`config.mk`:
```
export PLATFORM = sky130hd
export DESIGN_NAME = jump_and_load_execute
export DESIGN_NICKNAME = d
export VERILOG_FILES = /design/src/jump_and_load_execute.v
export VERILOG_INCLUDE_DIRS = /design/src
export SDC_FILE = /design/constraint.sdc
export NUM_CORES = 1
export LEC_CHECK = 0
export BUFFER_PORTS_ARGS = -buffer_cell sky130_fd_sc_hd__clkbuf_2
export CAP_MARGIN = 20
export CORE_UTILIZATION = 55
export CTS_BUF_LIST = sky130_fd_sc_hd__clkbuf_8
export DETAILED_ROUTE_END_ITERATION = 8
export PLACE_DENSITY_LB_ADDON = 0.1
export SLEW_MARGIN = 20
export SYNTH_ARGS = -nofsm -noshare
export SYNTH_HDL_FRONTEND = slang
export SYNTH_SLANG_ARGS = --single-unit
export TNS_END_PERCENT = 10
```
`constraint.sdc`:
```
create_clock -name clk -period 5.3 [get_ports clk]
set_input_delay 0.53 -clock clk [delete_from_list [all_inputs] [get_ports clk]]
set_output_delay 0.53 -clock clk [all_outputs]
set_load 0.01 [all_outputs]
```
`src/jump_and_load_defs.vh`:
```
`ifndef JUMP_AND_LOAD_DEFS_VH
`define JUMP_AND_LOAD_DEFS_VH

// Flag bit positions inside the flags byte
`define FLAG_C 7
`define FLAG_Z 6
`define FLAG_S 5
`define FLAG_V 4

// Reset values
`define PC_RESET 16'h0000

// Low-nibble opcode groups, high nibble is condition or register
`define NIB_ABS_JUMP 4'hD
`define NIB_REL_JUMP 4'hB
`define NIB_MV_IMM 4'hC
`define NIB_MV_R_FROM_REG 4'h8
`define NIB_MV_REG_FROM_R 4'h9

// Full opcodes
`define OP_JUMP_IND 8'h30
`define OP_MV_R_IR 8'hE3
`define OP_MV_IR_R 8'hF3
`define OP_MV_R_R 8'hE4
`define OP_MV_R_IRS 8'hE5
`define OP_MV_R_IM 8'hE6
`define OP_MV_IR_IM 8'hE7
`define OP_MV_IRD_R 8'hF5
`define OP_MV_X_LOAD 8'hC7
`define OP_MV_X_STORE 8'hD7
`define OP_CONST_READ 8'hC2
`define OP_CONST_WRITE 8'hD2
`define OP_BLOCK_READ 8'hC3
`define OP_BLOCK_WRITE 8'hD3

// Operand prefix selecting a working register in an 8-bit field
`define WREG_PREFIX 4'hE

// Condition codes
`define COND_NEVER 4'h0
`define COND_LT 4'h1
`define COND_LE 4'h2
`define COND_ULE 4'h3
`define COND_OV 4'h4
`define COND_MI 4'h5
`define COND_EQ 4'h6
`define COND_ULT 4'h7
`define COND_ALWAYS 4'h8
`define COND_GE 4'h9
`define COND_GT 4'hA
`define COND_UGT 4'hB
`define COND_NOV 4'hC
`define COND_PL 4'hD
`define COND_NE 4'hE
`define COND_UGE 4'hF

`endif

```
`src/jump_and_load_execute.v`:
```
`timescale 1ns/1ps
`include "jump_and_load_defs.vh"
module jump_and_load_execute #(
  parameter PROG_WRITABLE = 1
) (
  // Clock and reset
  input wire clk,
  input wire rstn,
  // Control
  input wire start,
  input wire pc_load,
  input wire [15:0] pc_load_value,
  input wire [7:0] reg_pointer,
  input wire [7:0] flags,
  // Status
  output wire busy,
  output wire done,
  output wire illegal,
  output wire [15:0] program_counter,
  // Program memory port, read data valid in the same cycle as the address
  output reg [15:0] pm_addr,
  output reg pm_re,
  output reg pm_we,
  output reg [7:0] pm_wdata,
  input wire [7:0] pm_rdata,
  // Register file port, read data valid in the same cycle as the address
  output reg [7:0] rf_addr,
  output reg rf_re,
  output reg rf_we,
  output reg [7:0] rf_wdata,
  input wire [7:0] rf_rdata
);

  localparam [6:0] S_IDLE = 7'h01;
  localparam [6:0] S_FETCH = 7'h02;
  localparam [6:0] S_OP1 = 7'h04;
  localparam [6:0] S_OP2 = 7'h08;
  localparam [6:0] S_OP3 = 7'h10;
  localparam [6:0] S_EXEC = 7'h20;
  localparam [6:0] S_DONE = 7'h40;

  reg [6:0] state_reg, state_next;
  reg [2:0] step_reg, step_next;
  reg [15:0] pc_reg, pc_next;
  reg [7:0] op_reg, op_next;
  reg [7:0] b1_reg, b1_next;
  reg [7:0] b2_reg, b2_next;
  reg [7:0] t1_reg, t1_next;
  reg [7:0] t2_reg, t2_next;
  reg [7:0] t3_reg, t3_next;
  reg illegal_reg, illegal_next;
  reg [15:0] pm_addr_next;
  reg pm_re_next, pm_we_next;
  reg [7:0] pm_wdata_next;
  reg [7:0] rf_addr_next;
  reg rf_re_next, rf_we_next;
  reg [7:0] rf_wdata_next;
  reg [15:0] inc_pair;

  function cond_true;
    input [3:0] code;
    input [7:0] f;
    reg c, z, s, v;
    begin
      c = f[`FLAG_C];
      z = f[`FLAG_Z];
      s = f[`FLAG_S];
      v = f[`FLAG_V];
      case (code)
        `COND_NEVER: cond_true = 1'b0;
        `COND_LT: cond_true = s ^ v;
        `COND_LE: cond_true = z | (s ^ v);
        `COND_ULE: cond_true = c | z;
        `COND_OV: cond_true = v;
        `COND_MI: cond_true = s;
        `COND_EQ: cond_true = z;
        `COND_ULT: cond_true = c;
        `COND_ALWAYS: cond_true = 1'b1;
        `COND_GE: cond_true = ~(s ^ v);
        `COND_GT: cond_true = ~(z | (s ^ v));
        `COND_UGT: cond_true = ~(c | z);
        `COND_NOV: cond_true = ~v;
        `COND_PL: cond_true = ~s;
        `COND_NE: cond_true = ~z;
        default: cond_true = ~c;
      endcase
    end
  endfunction

  // Working register n sits in the page chosen by the pointer
  function [7:0] wreg;
    input [3:0] n;
    begin
      wreg = {reg_pointer[7:4], n};
    end
  endfunction

  // 8-bit operand field, Ex meaning working register x
  function [7:0] reg_addr;
    input [7:0] b;
    begin
      if (b[7:4] == `WREG_PREFIX)
        reg_addr = wreg(b[3:0]);
      else
        reg_addr = b;
    end
  endfunction

  // Wraps within the 256-byte register space on purpose
  function [7:0] add8;
    input [7:0] a;
    input [7:0] b;
    reg [8:0] sum;
    begin
      sum = {1'b0, a} + {1'b0, b};
      add8 = sum[7:0];
    end
  endfunction

  function [15:0] add16;
    input [15:0] a;
    input [15:0] b;
    reg [16:0] sum;
    begin
      sum = {1'b0, a} + {1'b0, b};
      add16 = sum[15:0];
    end
  endfunction

  function is_three_byte;
    input [7:0] op;
    begin
      is_three_byte = (op[3:0] == `NIB_ABS_JUMP) ||
        (op == `OP_MV_R_R) || (op == `OP_MV_R_IRS) ||
        (op == `OP_MV_R_IM) || (op == `OP_MV_IR_IM) ||
        (op == `OP_MV_IRD_R) || (op == `OP_MV_X_LOAD) ||
        (op == `OP_MV_X_STORE);
    end
  endfunction

  function is_legal;
    input [7:0] op;
    begin
      case (op)
        `OP_JUMP_IND, `OP_MV_R_IR, `OP_MV_IR_R, `OP_MV_R_R,
        `OP_MV_R_IRS, `OP_MV_R_IM, `OP_MV_IR_IM, `OP_MV_IRD_R,
        `OP_MV_X_LOAD, `OP_MV_X_STORE, `OP_CONST_READ,
        `OP_BLOCK_READ, `OP_BLOCK_WRITE: is_legal = 1'b1;
        `OP_CONST_WRITE: is_legal = (PROG_WRITABLE != 0);
        default: is_legal = (op[3:0] == `NIB_ABS_JUMP) ||
          (op[3:0] == `NIB_REL_JUMP) || (op[3:0] == `NIB_MV_IMM) ||
          (op[3:0] == `NIB_MV_R_FROM_REG) ||
          (op[3:0] == `NIB_MV_REG_FROM_R);
      endcase
    end
  endfunction

  always @* begin
    state_next = state_reg;
    step_next = step_reg;
    pc_next = pc_reg;
    op_next = op_reg;
    b1_next = b1_reg;
    b2_next = b2_reg;
    t1_next = t1_reg;
    t2_next = t2_reg;
    t3_next = t3_reg;
    illegal_next = 1'b0;
    pm_addr_next = pm_addr;
    pm_re_next = 1'b0;
    pm_we_next = 1'b0;
    pm_wdata_next = pm_wdata;
    rf_addr_next = rf_addr;
    rf_re_next = 1'b0;
    rf_we_next = 1'b0;
    rf_wdata_next = rf_wdata;
    inc_pair = add16({t1_reg, t2_reg}, 16'h0001);
    case (state_reg)
      S_IDLE: begin
        if (pc_load)
          pc_next = pc_load_value;
        else if (start)
          state_next = S_FETCH;
      end
      S_FETCH: begin
        pm_addr_next = pc_reg;
        pm_re_next = 1'b1;
        pc_next = add16(pc_reg, 16'h0001);
        state_next = S_OP1;
      end
      S_OP1: begin
        op_next = pm_rdata;
        pm_addr_next = pc_reg;
        pm_re_next = 1'b1;
        pc_next = add16(pc_reg, 16'h0001);
        state_next = S_OP2;
      end
      S_OP2: begin
        b1_next = pm_rdata;
        step_next = 3'h0;
        if (!is_legal(op_reg)) begin
          illegal_next = 1'b1;
          state_next = S_IDLE;
        end else if (is_three_byte(op_reg)) begin
          pm_addr_next = pc_reg;
          pm_re_next = 1'b1;
          pc_next = add16(pc_reg, 16'h0001);
          state_next = S_OP3;
        end else begin
          state_next = S_EXEC;
        end
      end
      S_OP3: begin
        b2_next = pm_rdata;
        state_next = S_EXEC;
      end
      S_EXEC: begin
        // no flag write path exists in this block
        step_next = step_reg + 3'h1;
        if (op_reg[3:0] == `NIB_ABS_JUMP) begin
          if (cond_true(op_reg[7:4], flags))
            pc_next = {b1_reg, b2_reg};
          state_next = S_DONE;
        end else if (op_reg == `OP_JUMP_IND) begin
          // no condition, high byte at the named address, low byte at the next
          if (step_reg == 3'h0) begin
            rf_addr_next = reg_addr(b1_reg);
            rf_re_next = 1'b1;
          end else if (step_reg == 3'h1) begin
            t1_next = rf_rdata;
            rf_addr_next = add8(reg_addr(b1_reg), 8'h01);
            rf_re_next = 1'b1;
          end else begin
            pc_next = {t1_reg, rf_rdata};
            state_next = S_DONE;
          end
        end else if (op_reg[3:0] == `NIB_REL_JUMP) begin
          // pc_reg already points past the displacement
          if (cond_true(op_reg[7:4], flags))
            pc_next = add16(pc_reg, {{8{b1_reg[7]}}, b1_reg});
          state_next = S_DONE;
        end else if (op_reg[3:0] == `NIB_MV_IMM) begin
          rf_addr_next = wreg(op_reg[7:4]);
          rf_wdata_next = b1_reg;
          rf_we_next = 1'b1;
          state_next = S_DONE;
        end else if (op_reg[3:0] == `NIB_MV_R_FROM_REG ||
                     op_reg[3:0] == `NIB_MV_REG_FROM_R) begin
          if (step_reg == 3'h0) begin
            rf_addr_next = (op_reg[0]) ? wreg(op_reg[7:4]) : reg_addr(b1_reg);
            rf_re_next = 1'b1;
          end else begin
            // Full address, no working register shortcut
            rf_addr_next = (op_reg[0]) ? b1_reg : wreg(op_reg[7:4]);
            rf_wdata_next = rf_rdata;
            rf_we_next = 1'b1;
            state_next = S_DONE;
          end
        end else if (op_reg == `OP_MV_R_IM) begin
          rf_addr_next = reg_addr(b1_reg);
          rf_wdata_next = b2_reg;
          rf_we_next = 1'b1;
          state_next = S_DONE;
        end else if (op_reg == `OP_MV_R_R || op_reg == `OP_MV_R_IRS ||
                     op_reg == `OP_MV_R_IR || op_reg == `OP_MV_X_LOAD ||
                     op_reg == `OP_MV_IR_IM) begin
          // Fetch source (or its pointer, destination pointer for OP_MV_IR_IM), then resolve (not for OP_MV_R_R or OP_MV_IR_IM), then write
          if (step_reg == 3'h0) begin
            if (op_reg == `OP_MV_R_IR || op_reg == `OP_MV_X_LOAD)
              rf_addr_next = wreg(b1_reg[3:0]);
            else
              rf_addr_next = reg_addr(b1_reg);
            rf_re_next = 1'b1;
          end else if (step_reg == 3'h1 &&
                       op_reg != `OP_MV_R_R && op_reg != `OP_MV_IR_IM) begin
            if (op_reg == `OP_MV_X_LOAD)
              rf_addr_next = add8(b2_reg, rf_rdata);
            else
              rf_addr_next = rf_rdata;
            rf_re_next = 1'b1;
          end else begin
            if (op_reg == `OP_MV_R_R || op_reg == `OP_MV_R_IRS)
              rf_addr_next = reg_addr(b2_reg);
            else if (op_reg == `OP_MV_IR_IM)
              rf_addr_next = rf_rdata;
            else
              rf_addr_next = wreg(b1_reg[7:4]);
            rf_wdata_next = (op_reg == `OP_MV_IR_IM) ? b2_reg : rf_rdata;
            rf_we_next = 1'b1;
            state_next = S_DONE;
          end
        end else if (op_reg == `OP_MV_IR_R || op_reg == `OP_MV_IRD_R ||
                     op_reg == `OP_MV_X_STORE) begin
          // Destination address first, then source value
          if (step_reg == 3'h0) begin
            if (op_reg == `OP_MV_IR_R)
              rf_addr_next = wreg(b1_reg[7:4]);
            else if (op_reg == `OP_MV_IRD_R)
              rf_addr_next = reg_addr(b2_reg);
            else
              rf_addr_next = wreg(b1_reg[3:0]);
            rf_re_next = 1'b1;
          end else if (step_reg == 3'h1) begin
            if (op_reg == `OP_MV_X_STORE)
              t1_next = add8(b2_reg, rf_rdata);
            else
              t1_next = rf_rdata;
            if (op_reg == `OP_MV_IR_R)
              rf_addr_next = wreg(b1_reg[3:0]);
            else if (op_reg == `OP_MV_IRD_R)
              rf_addr_next = reg_addr(b1_reg);
            else
              rf_addr_next = wreg(b1_reg[7:4]);
            rf_re_next = 1'b1;
          end else begin
            rf_addr_next = t1_reg;
            rf_wdata_next = rf_rdata;
            rf_we_next = 1'b1;
            state_next = S_DONE;
          end
        end else begin
          // Constant moves: b1 high nibble register, low nibble pair
          case (step_reg)
            3'h0: begin
              rf_addr_next = wreg({b1_reg[3:1], 1'b0});
              rf_re_next = 1'b1;
            end
            3'h1: begin
              t1_next = rf_rdata;
              rf_addr_next = wreg({b1_reg[3:1], 1'b1});
              rf_re_next = 1'b1;
            end
            3'h2: begin
              t2_next = rf_rdata;
              if (op_reg == `OP_CONST_READ) begin
                pm_addr_next = {t1_reg, rf_rdata};
                pm_re_next = 1'b1;
              end else begin
                rf_addr_next = wreg(b1_reg[7:4]);
                rf_re_next = 1'b1;
              end
            end
            3'h3: begin
              if (op_reg == `OP_CONST_READ) begin
                rf_addr_next = wreg(b1_reg[7:4]);
                rf_wdata_next = pm_rdata;
                rf_we_next = 1'b1;
                state_next = S_DONE;
              end else if (op_reg == `OP_CONST_WRITE) begin
                pm_addr_next = {t1_reg, t2_reg};
                pm_wdata_next = rf_rdata;
                pm_we_next = 1'b1;
                state_next = S_DONE;
              end else begin
                t3_next = rf_rdata;
                if (op_reg == `OP_BLOCK_READ) begin
                  pm_addr_next = {t1_reg, t2_reg};
                  pm_re_next = 1'b1;
                end else begin
                  rf_addr_next = rf_rdata;
                  rf_re_next = 1'b1;
                end
              end
            end
            3'h4: begin
              if (op_reg == `OP_BLOCK_READ) begin
                rf_addr_next = t3_reg;
                rf_wdata_next = pm_rdata;
                rf_we_next = 1'b1;
              end else if (PROG_WRITABLE != 0) begin
                pm_addr_next = {t1_reg, t2_reg};
                pm_wdata_next = rf_rdata;
                pm_we_next = 1'b1;
              end
            end
            3'h5: begin
              rf_addr_next = wreg(b1_reg[7:4]);
              rf_wdata_next = add8(t3_reg, 8'h01);
              rf_we_next = 1'b1;
            end
            3'h6: begin
              rf_addr_next = wreg({b1_reg[3:1], 1'b1});
              rf_wdata_next = inc_pair[7:0];
              rf_we_next = 1'b1;
            end
            default: begin
              rf_addr_next = wreg({b1_reg[3:1], 1'b0});
              rf_wdata_next = inc_pair[15:8];
              rf_we_next = 1'b1;
              state_next = S_DONE;
            end
          endcase
        end
      end
      S_DONE: state_next = S_IDLE;
      default: state_next = S_IDLE;
    endcase
  end

  always @(posedge clk) begin
    if (!rstn) begin
      state_reg <= S_IDLE;
      step_reg <= 3'h0;
      pc_reg <= `PC_RESET;
      op_reg <= 8'h00;
      b1_reg <= 8'h00;
      b2_reg <= 8'h00;
      t1_reg <= 8'h00;
      t2_reg <= 8'h00;
      t3_reg <= 8'h00;
      illegal_reg <= 1'b0;
      pm_addr <= 16'h0000;
      pm_re <= 1'b0;
      pm_we <= 1'b0;
      pm_wdata <= 8'h00;
      rf_addr <= 8'h00;
      rf_re <= 1'b0;
      rf_we <= 1'b0;
      rf_wdata <= 8'h00;
    end else begin
      state_reg <= state_next;
      step_reg <= step_next;
      pc_reg <= pc_next;
      op_reg <= op_next;
      b1_reg <= b1_next;
      b2_reg <= b2_next;
      t1_reg <= t1_next;
      t2_reg <= t2_next;
      t3_reg <= t3_next;
      illegal_reg <= illegal_next;
      pm_addr <= pm_addr_next;
      pm_re <= pm_re_next;
      pm_we <= pm_we_next;
      pm_wdata <= pm_wdata_next;
      rf_addr <= rf_addr_next;
      rf_re <= rf_re_next;
      rf_we <= rf_we_next;
      rf_wdata <= rf_wdata_next;
    end
  end

  assign busy = (state_reg != S_IDLE);
  assign done = (state_reg == S_DONE);
  assign illegal = illegal_reg;
  assign program_counter = pc_reg;

endmodule // jump_and_load_execute

```
After elaboration in Yosys (flattened, before gate mapping) --
Cells that the tools add are included.
Storage, ports and cells: output and inout bits 63, memory bits (read-only) 0, register bits 119, input port bits 52, memories kept 0, logic and storage cells 369, latch bits 0, bits in writable memories 0
Operators by class: shifts and indexed selects 0, multiply operators 0, reductions and logical operators 46, order comparisons 0, $add $sub $neg 7, bitwise operators 22, eq/ne operators 103, divide/modulo/power cells 0, muxes and demuxes 173
Operators by type and width (number):
- 8-bit 2-to-1 mux | 63
- 16-bit 2-to-1 mux | 25
- 7-bit 2-to-1 mux | 17
- 8-bit == test (second input constant) | 13
- 16-bit case mux with 3 select lines | 2
- 8-bit case mux with 5 select lines | 2
- 16-bit case mux with 4 select lines | 1
- 4-bit == test (second input constant) | 14
- 1-bit 2-to-1 mux | 51
- 2-bit != test (second input constant) | 22
- 7-bit case mux with 6 select lines | 1
- 8-bit != test (second input constant) | 5
- 16-bit by 1-bit adder with 16-bit output (second input constant) | 2
- 4-bit != test (second input constant) | 7
- 9-bit != test (second input constant) | 3
- 12-bit AND reduction | 2
- 7-bit != test (second input constant) | 3
- 10-bit AND reduction | 2
- 1-bit logical OR | 19
- 1-bit NOT | 19
- 3-bit != test (second input constant) | 6
- 16-bit adder | 1
- 8-bit by 1-bit adder with 8-bit output (second input constant) | 2
- 4-bit by 3-bit == test with 1-bit output (second input constant) | 4
- other kinds (51) | 65

Depth between registers and ports, before layout --
word-level depth 14, mapped depth 12, gate-level depth less buffers 11

Worst setup path before layout --
No wires, ideal clock.
path type input to register, from input rf_rdata[1], to register rf_addr[6], setup slack 2.611 ns, path buffers 1, arrival time 2.556 ns, data required time 5.167 ns, library setup time 0.133 ns, stages on the path 11, cell sequence clkbuf_1 > inv_1 > fa_1 > nor2b_1 > o21ai_0 > a21boi_0 > o21ai_0 > a21boi_0 > nor3_1 > o311ai_0 > a31oi_1
Between the ends: cells in the longest elaborated chain, start to end 10
Ends and longest elaborated chain:
- start, declared | RTL line jump_and_load_execute.v:31 | input wire [7:0] rf_rdata
- 8-bit adder | RTL line jump_and_load_execute.v:115 | sum = {1'b0, a} + {1'b0, b};
- 8-bit 2-to-1 mux | RTL line jump_and_load_execute.v:276 | if (op_reg == `OP_MV_X_LOAD)
- 8-bit 2-to-1 mux | RTL line jump_and_load_execute.v:274 | end else if (step_reg == 3'h1 &&
- 8-bit 2-to-1 mux | RTL line jump_and_load_execute.v:268 | if (step_reg == 3'h0) begin
- 8-bit 2-to-1 mux | RTL line jump_and_load_execute.v:264 | end else if (op_reg == `OP_MV_R_R || op_reg == `OP_MV_R_IRS ||
- 8-bit 2-to-1 mux | RTL line jump_and_load_execute.v:259 | end else if (op_reg == `OP_MV_R_IM) begin
- 8-bit 2-to-1 mux | RTL line jump_and_load_execute.v:247 | end else if (op_reg[3:0] == `NIB_MV_R_FROM_REG ||
- 8-bit 2-to-1 mux | RTL line jump_and_load_execute.v:242 | end else if (op_reg[3:0] == `NIB_MV_IMM) begin
- 8-bit 2-to-1 mux | RTL line jump_and_load_execute.v:237 | end else if (op_reg[3:0] == `NIB_REL_JUMP) begin
- 8-bit 2-to-1 mux | RTL line jump_and_load_execute.v:224 | end else if (op_reg == `OP_JUMP_IND) begin
- end signal, assigned | RTL line jump_and_load_execute.v:435 | rf_addr <= rf_addr_next;
- end, declared | RTL line jump_and_load_execute.v:27 | output reg [7:0] rf_addr,
Every way passes these cells. The select of a mux whose other input is x is not followed. A chain may end at the register's enable or synchronous reset.

Worst setup path in the final report --
from register op_reg[1], to register rf_wdata[6]
Between the ends: cells in the longest elaborated chain, start to end 9, elaborated cells between the ends (all ways) 48, those cells by class eq/ne (27); mux (8); bitwise (3); reduce/logical (10)
Ends and longest elaborated chain:
- start, declared | RTL line jump_and_load_execute.v:45 | reg [7:0] op_reg, op_next;
- start signal, assigned | RTL line jump_and_load_execute.v:424 | op_reg <= op_next;
- parallel branches: the longest is 9 deep, another holds 8-bit == test
- end signal, assigned | RTL line jump_and_load_execute.v:438 | rf_wdata <= rf_wdata_next;
- end, declared | RTL line jump_and_load_execute.v:30 | output reg [7:0] rf_wdata,
Parallel ways; which one is timed is not known. The select of a mux whose other input is x is not followed.

==> impl_results.md <==
- Outcome: complete, no violations
- Syn_area_per_cell: 7.45 sq um
- Largest net degree at the start of global routing: 47
- WL/cell: 24.4 microns
- Number of max-cap violations: 0
- Adder-cell area share of the yosys netlist: 0.0434
- Worst setup SP type: register
- Worst Hold Depth: 3
- First-pass GRT wire length: 57.6 mm
- Worst slew pin tran: 1.08 ns
- Synth unique cells: 87
- Setup crit start: op_reg[1]
- Synth Area in Compound Gates: 0.275
- Area Overhead vs Synth: 9.18%
- CTS sink count: 119
- Post-Syn Area: 9850 sq um
- Worst path cell trace: nand2_1 -> nor4_2 -> o21ai_0 -> a2111oi_4 -> nor3_1 -> nor4_4 -> o211ai_1 -> o211a_1
- Vias in the first global route: 9779
- #FFs+latches synth: 119
- Ratio of cells with drive above 1 in the final layout: 0.147
- Max transition margin: 0.276
- Gates resized, CTS repair: 0
- WS Path Type: register to register
- H-tree depth: 4
- Final-report setup violation count: 0
- Initial Utilization: 0.566
- Clk_lat worst skew: 0.47 ns
- Ys Warns: 0
- Final ANT Viol Nets: 0
- Root buffer cell: clkbuf_8
- Grt ovf: 0
- Iteration-0 DRC Markers: 1743
- Fin cells: 1596
- Register area share after synthesis: 0.242
- RSZ-0062 raised after global routing: false
- Mux share of post-synthesis cell area: 0.0738
- Maximum VDD drop: 205 uV
- Vias: 11000
- Simple-gate share of the synthesized area: 0.255
- Critical path arrival: 4.23 ns
- Highest clock rate: 0.259 GHz
- Setup TNS: 0 ns
- Crit-path max cell delay: 0.80 ns
- Worst Path Required: 5.66 ns
- Hold-fix buffers at CTS: 0
- Syn Nets: 1408
- GRT Total Usage: 0.422
- Final wirelength: 38.9 mm
- Largest fanout on the critical path: 19
- Crit path max-delay family: simple AND/OR/NAND/NOR gates
- Top FF cell, synth: dfxtp_1
- Placed cell count: 1566
- TritonCTS Buffers: 17
- Largest family of logic cells by synthesized area: compound AO/OA/AOI/OAI gates
- WP buf/inv: 0
- CP max-delay cell: dfxtp_1
- Number of synthesized flops with an enable pin: 0
- FF-to-FF setup slack: 1.43 ns
- Die Height: 136 microns
- Longest Clk Path Bufs: 2
- CORE AREA: 17400 sq um
- Async set-reset flop share out of synthesis: 0
- Fin crit share: 0.730
- Critical path endpoint: rf_wdata[6]
- Xor/xnor share of the synthesized area: 0.0551
- Max-slew violation count: 0
- Min-Delay Path Class: primary input to register
- Initial antenna violation count: 2
- Final Wtd Congestion: 1.07
- DR DRC count: 0
- CTS tree: yes
- Setup repair bufs after CTS: 0
- Die width: 136 microns
- DP Wirelength: 28.0 mm
- Post-layout min period: 3.87 ns
- Leak pwr: 4.28 nW
- CP Capture Type: register
- Worst-path clk slew: 0.08 ns
- Port bufs: 106
- IO Count: 115
- Routed vias/inst: 6.91
- Final Skew: 0.0174 ns
- Reg2Reg Launch Point: op_reg[1]
- Post-Syn Instances: 1323
- Cell area power density: 204 nW/um^2
- DIE AREA: 18500 sq um
- Critical path depth in cells: 8
- Ant. Diodes: 0
- Hold Fails Final Rpt: 0
- RR Endpoint: rf_wdata[6]
- Row count: 48
- Worst reg2reg path depth: 8
- Drt first pass iters: 9
- Nets: 1446
-- power breakdown --
group	total, mW	switching, mW	internal, mW	leakage (nW)
combinational	0.400	0.245	0.155	3.16
clock	0.774	0.414	0.360	0.162
sequential	1.02	0.0857	0.932	0.962
total	2.19	0.745	1.45	4.28
-- worst min-delay path, stage by stage --
cell and delay, ns:
clkbuf_2 0.08, nand3_1 0.06, a31oi_1 0.06
-- kinds of logic after synthesis --
logic type,after synthesis
AND/OR/NAND/NOR,512
AO/OA/AOI/OAI,389
buffers and inverters,137
flip-flops,119
multiplexers,71
XOR/XNOR,62
adder cells (fa/ha/maj),33
-- how the worst min path moves through the flow --
| stage | startpoint | endpoint | slack (ns) |
|---|---|---|---|
| 2_1_floorplan | t2_reg[1] | t2_reg[1] | 0.46 |
| 3_3_place_gp | rf_addr[5] | rf_addr[5] | 0.46 |
| 3_5_place_dp | rf_addr[4] | rf_addr[4] | 0.46 |
| 4_1_cts | pc_load_value[12] | program_counter[12] | 0.28 |
| 5_1_grt | pc_load_value[12] | program_counter[12] | 0.30 |
| 6_report | pc_load_value[12] | program_counter[12] | 0.30 |
-- synth_stat cells, drive strengths merged, types with 11 or more instances --
master | n | share of area
xnor2 | 30 | 0.027
a211oi | 22 | 0.018
mux2i | 67 | 0.068
a222oi | 11 | 0.011
nand3 | 49 | 0.025
o31ai | 13 | 0.0099
and3 | 25 | 0.016
a31oi | 28 | 0.018
nand4 | 17 | 0.011
clkbuf | 91 | 0.035
o211ai | 24 | 0.018
nor2b | 12 | 0.0076
o221a | 11 | 0.013
inv | 22 | 0.0084
xor2 | 32 | 0.028
o21ai | 74 | 0.038
a22oi | 14 | 0.011
o22ai | 23 | 0.015
dfxtp | 119 | 0.24
nor2 | 145 | 0.055
and2 | 13 | 0.0083
a21oi | 74 | 0.038
a311oi | 12 | 0.011
nand2 | 154 | 0.059
nor3 | 36 | 0.021
buf | 23 | 0.012
ha | 31 | 0.039
a221oi | 14 | 0.012
-- routing by layer --
metal,vias to the layer above,wire [microns],global-route usage
li1,4991,-,-
met1,5182,15500,0.556
met2,716,16700,0.622
met3,142,4770,0.116
met4,0,1910,0.221
met5,-,0,0
-- cell type report --
type	count	area [sq um]
tap	225	282
fill	1686	6660
timing repair buffer	133	731
inverter	23	86.3
sequential	119	2380
clock inverter	12	109
multi-input combinational	1067	6930
clock buffer	17	234
-- per-stage QoR --
| stage | area (sq um) | setup WS (ns) | utilization | power (mW) | hold WS, ns |
|---|---|---|---|---|---|
| 6_report | 10800 | 1.43 | 0.618 | 2.19 | 0.296 |
| 5_1_grt | 10800 | 1.22 | 0.618 | 2.27 | 0.299 |
| 4_1_cts | 10700 | 1.57 | 0.617 | 2.19 | 0.283 |
| 3_5_place_dp | 10400 | 1.61 | 0.597 | 1.43 | 0.459 |
| 3_3_place_gp | 10400 | 1.69 | 0.597 | 1.42 | 0.455 |
| 2_1_floorplan | 9850 | 2.61 | - | 1.27 | 0.457 |
-- layout by cell type, fill, tap and decap left out, drive strengths merged, types with 8 or more instances in the layout --
master	instances
a311oi	12
inv	23
nand3	49
clkbuf	123
o221a	11
ha	31
mux2i	67
a31oi	28
nand2	154
xnor2	30
a22oi	14
a222oi	11
nand4	17
nor3b	8
nor2	145
buf	27
o21ai	74
and3	25
dfxtp	119
or3	8
o211ai	24
a221oi	14
xor2	32
a211oi	22
and2	13
o211a	8
a21oi	74
o31ai	13
o22ai	23
nor3	36
nor2b	12
nand2b	8
Power figures use the tool's default switching activity.
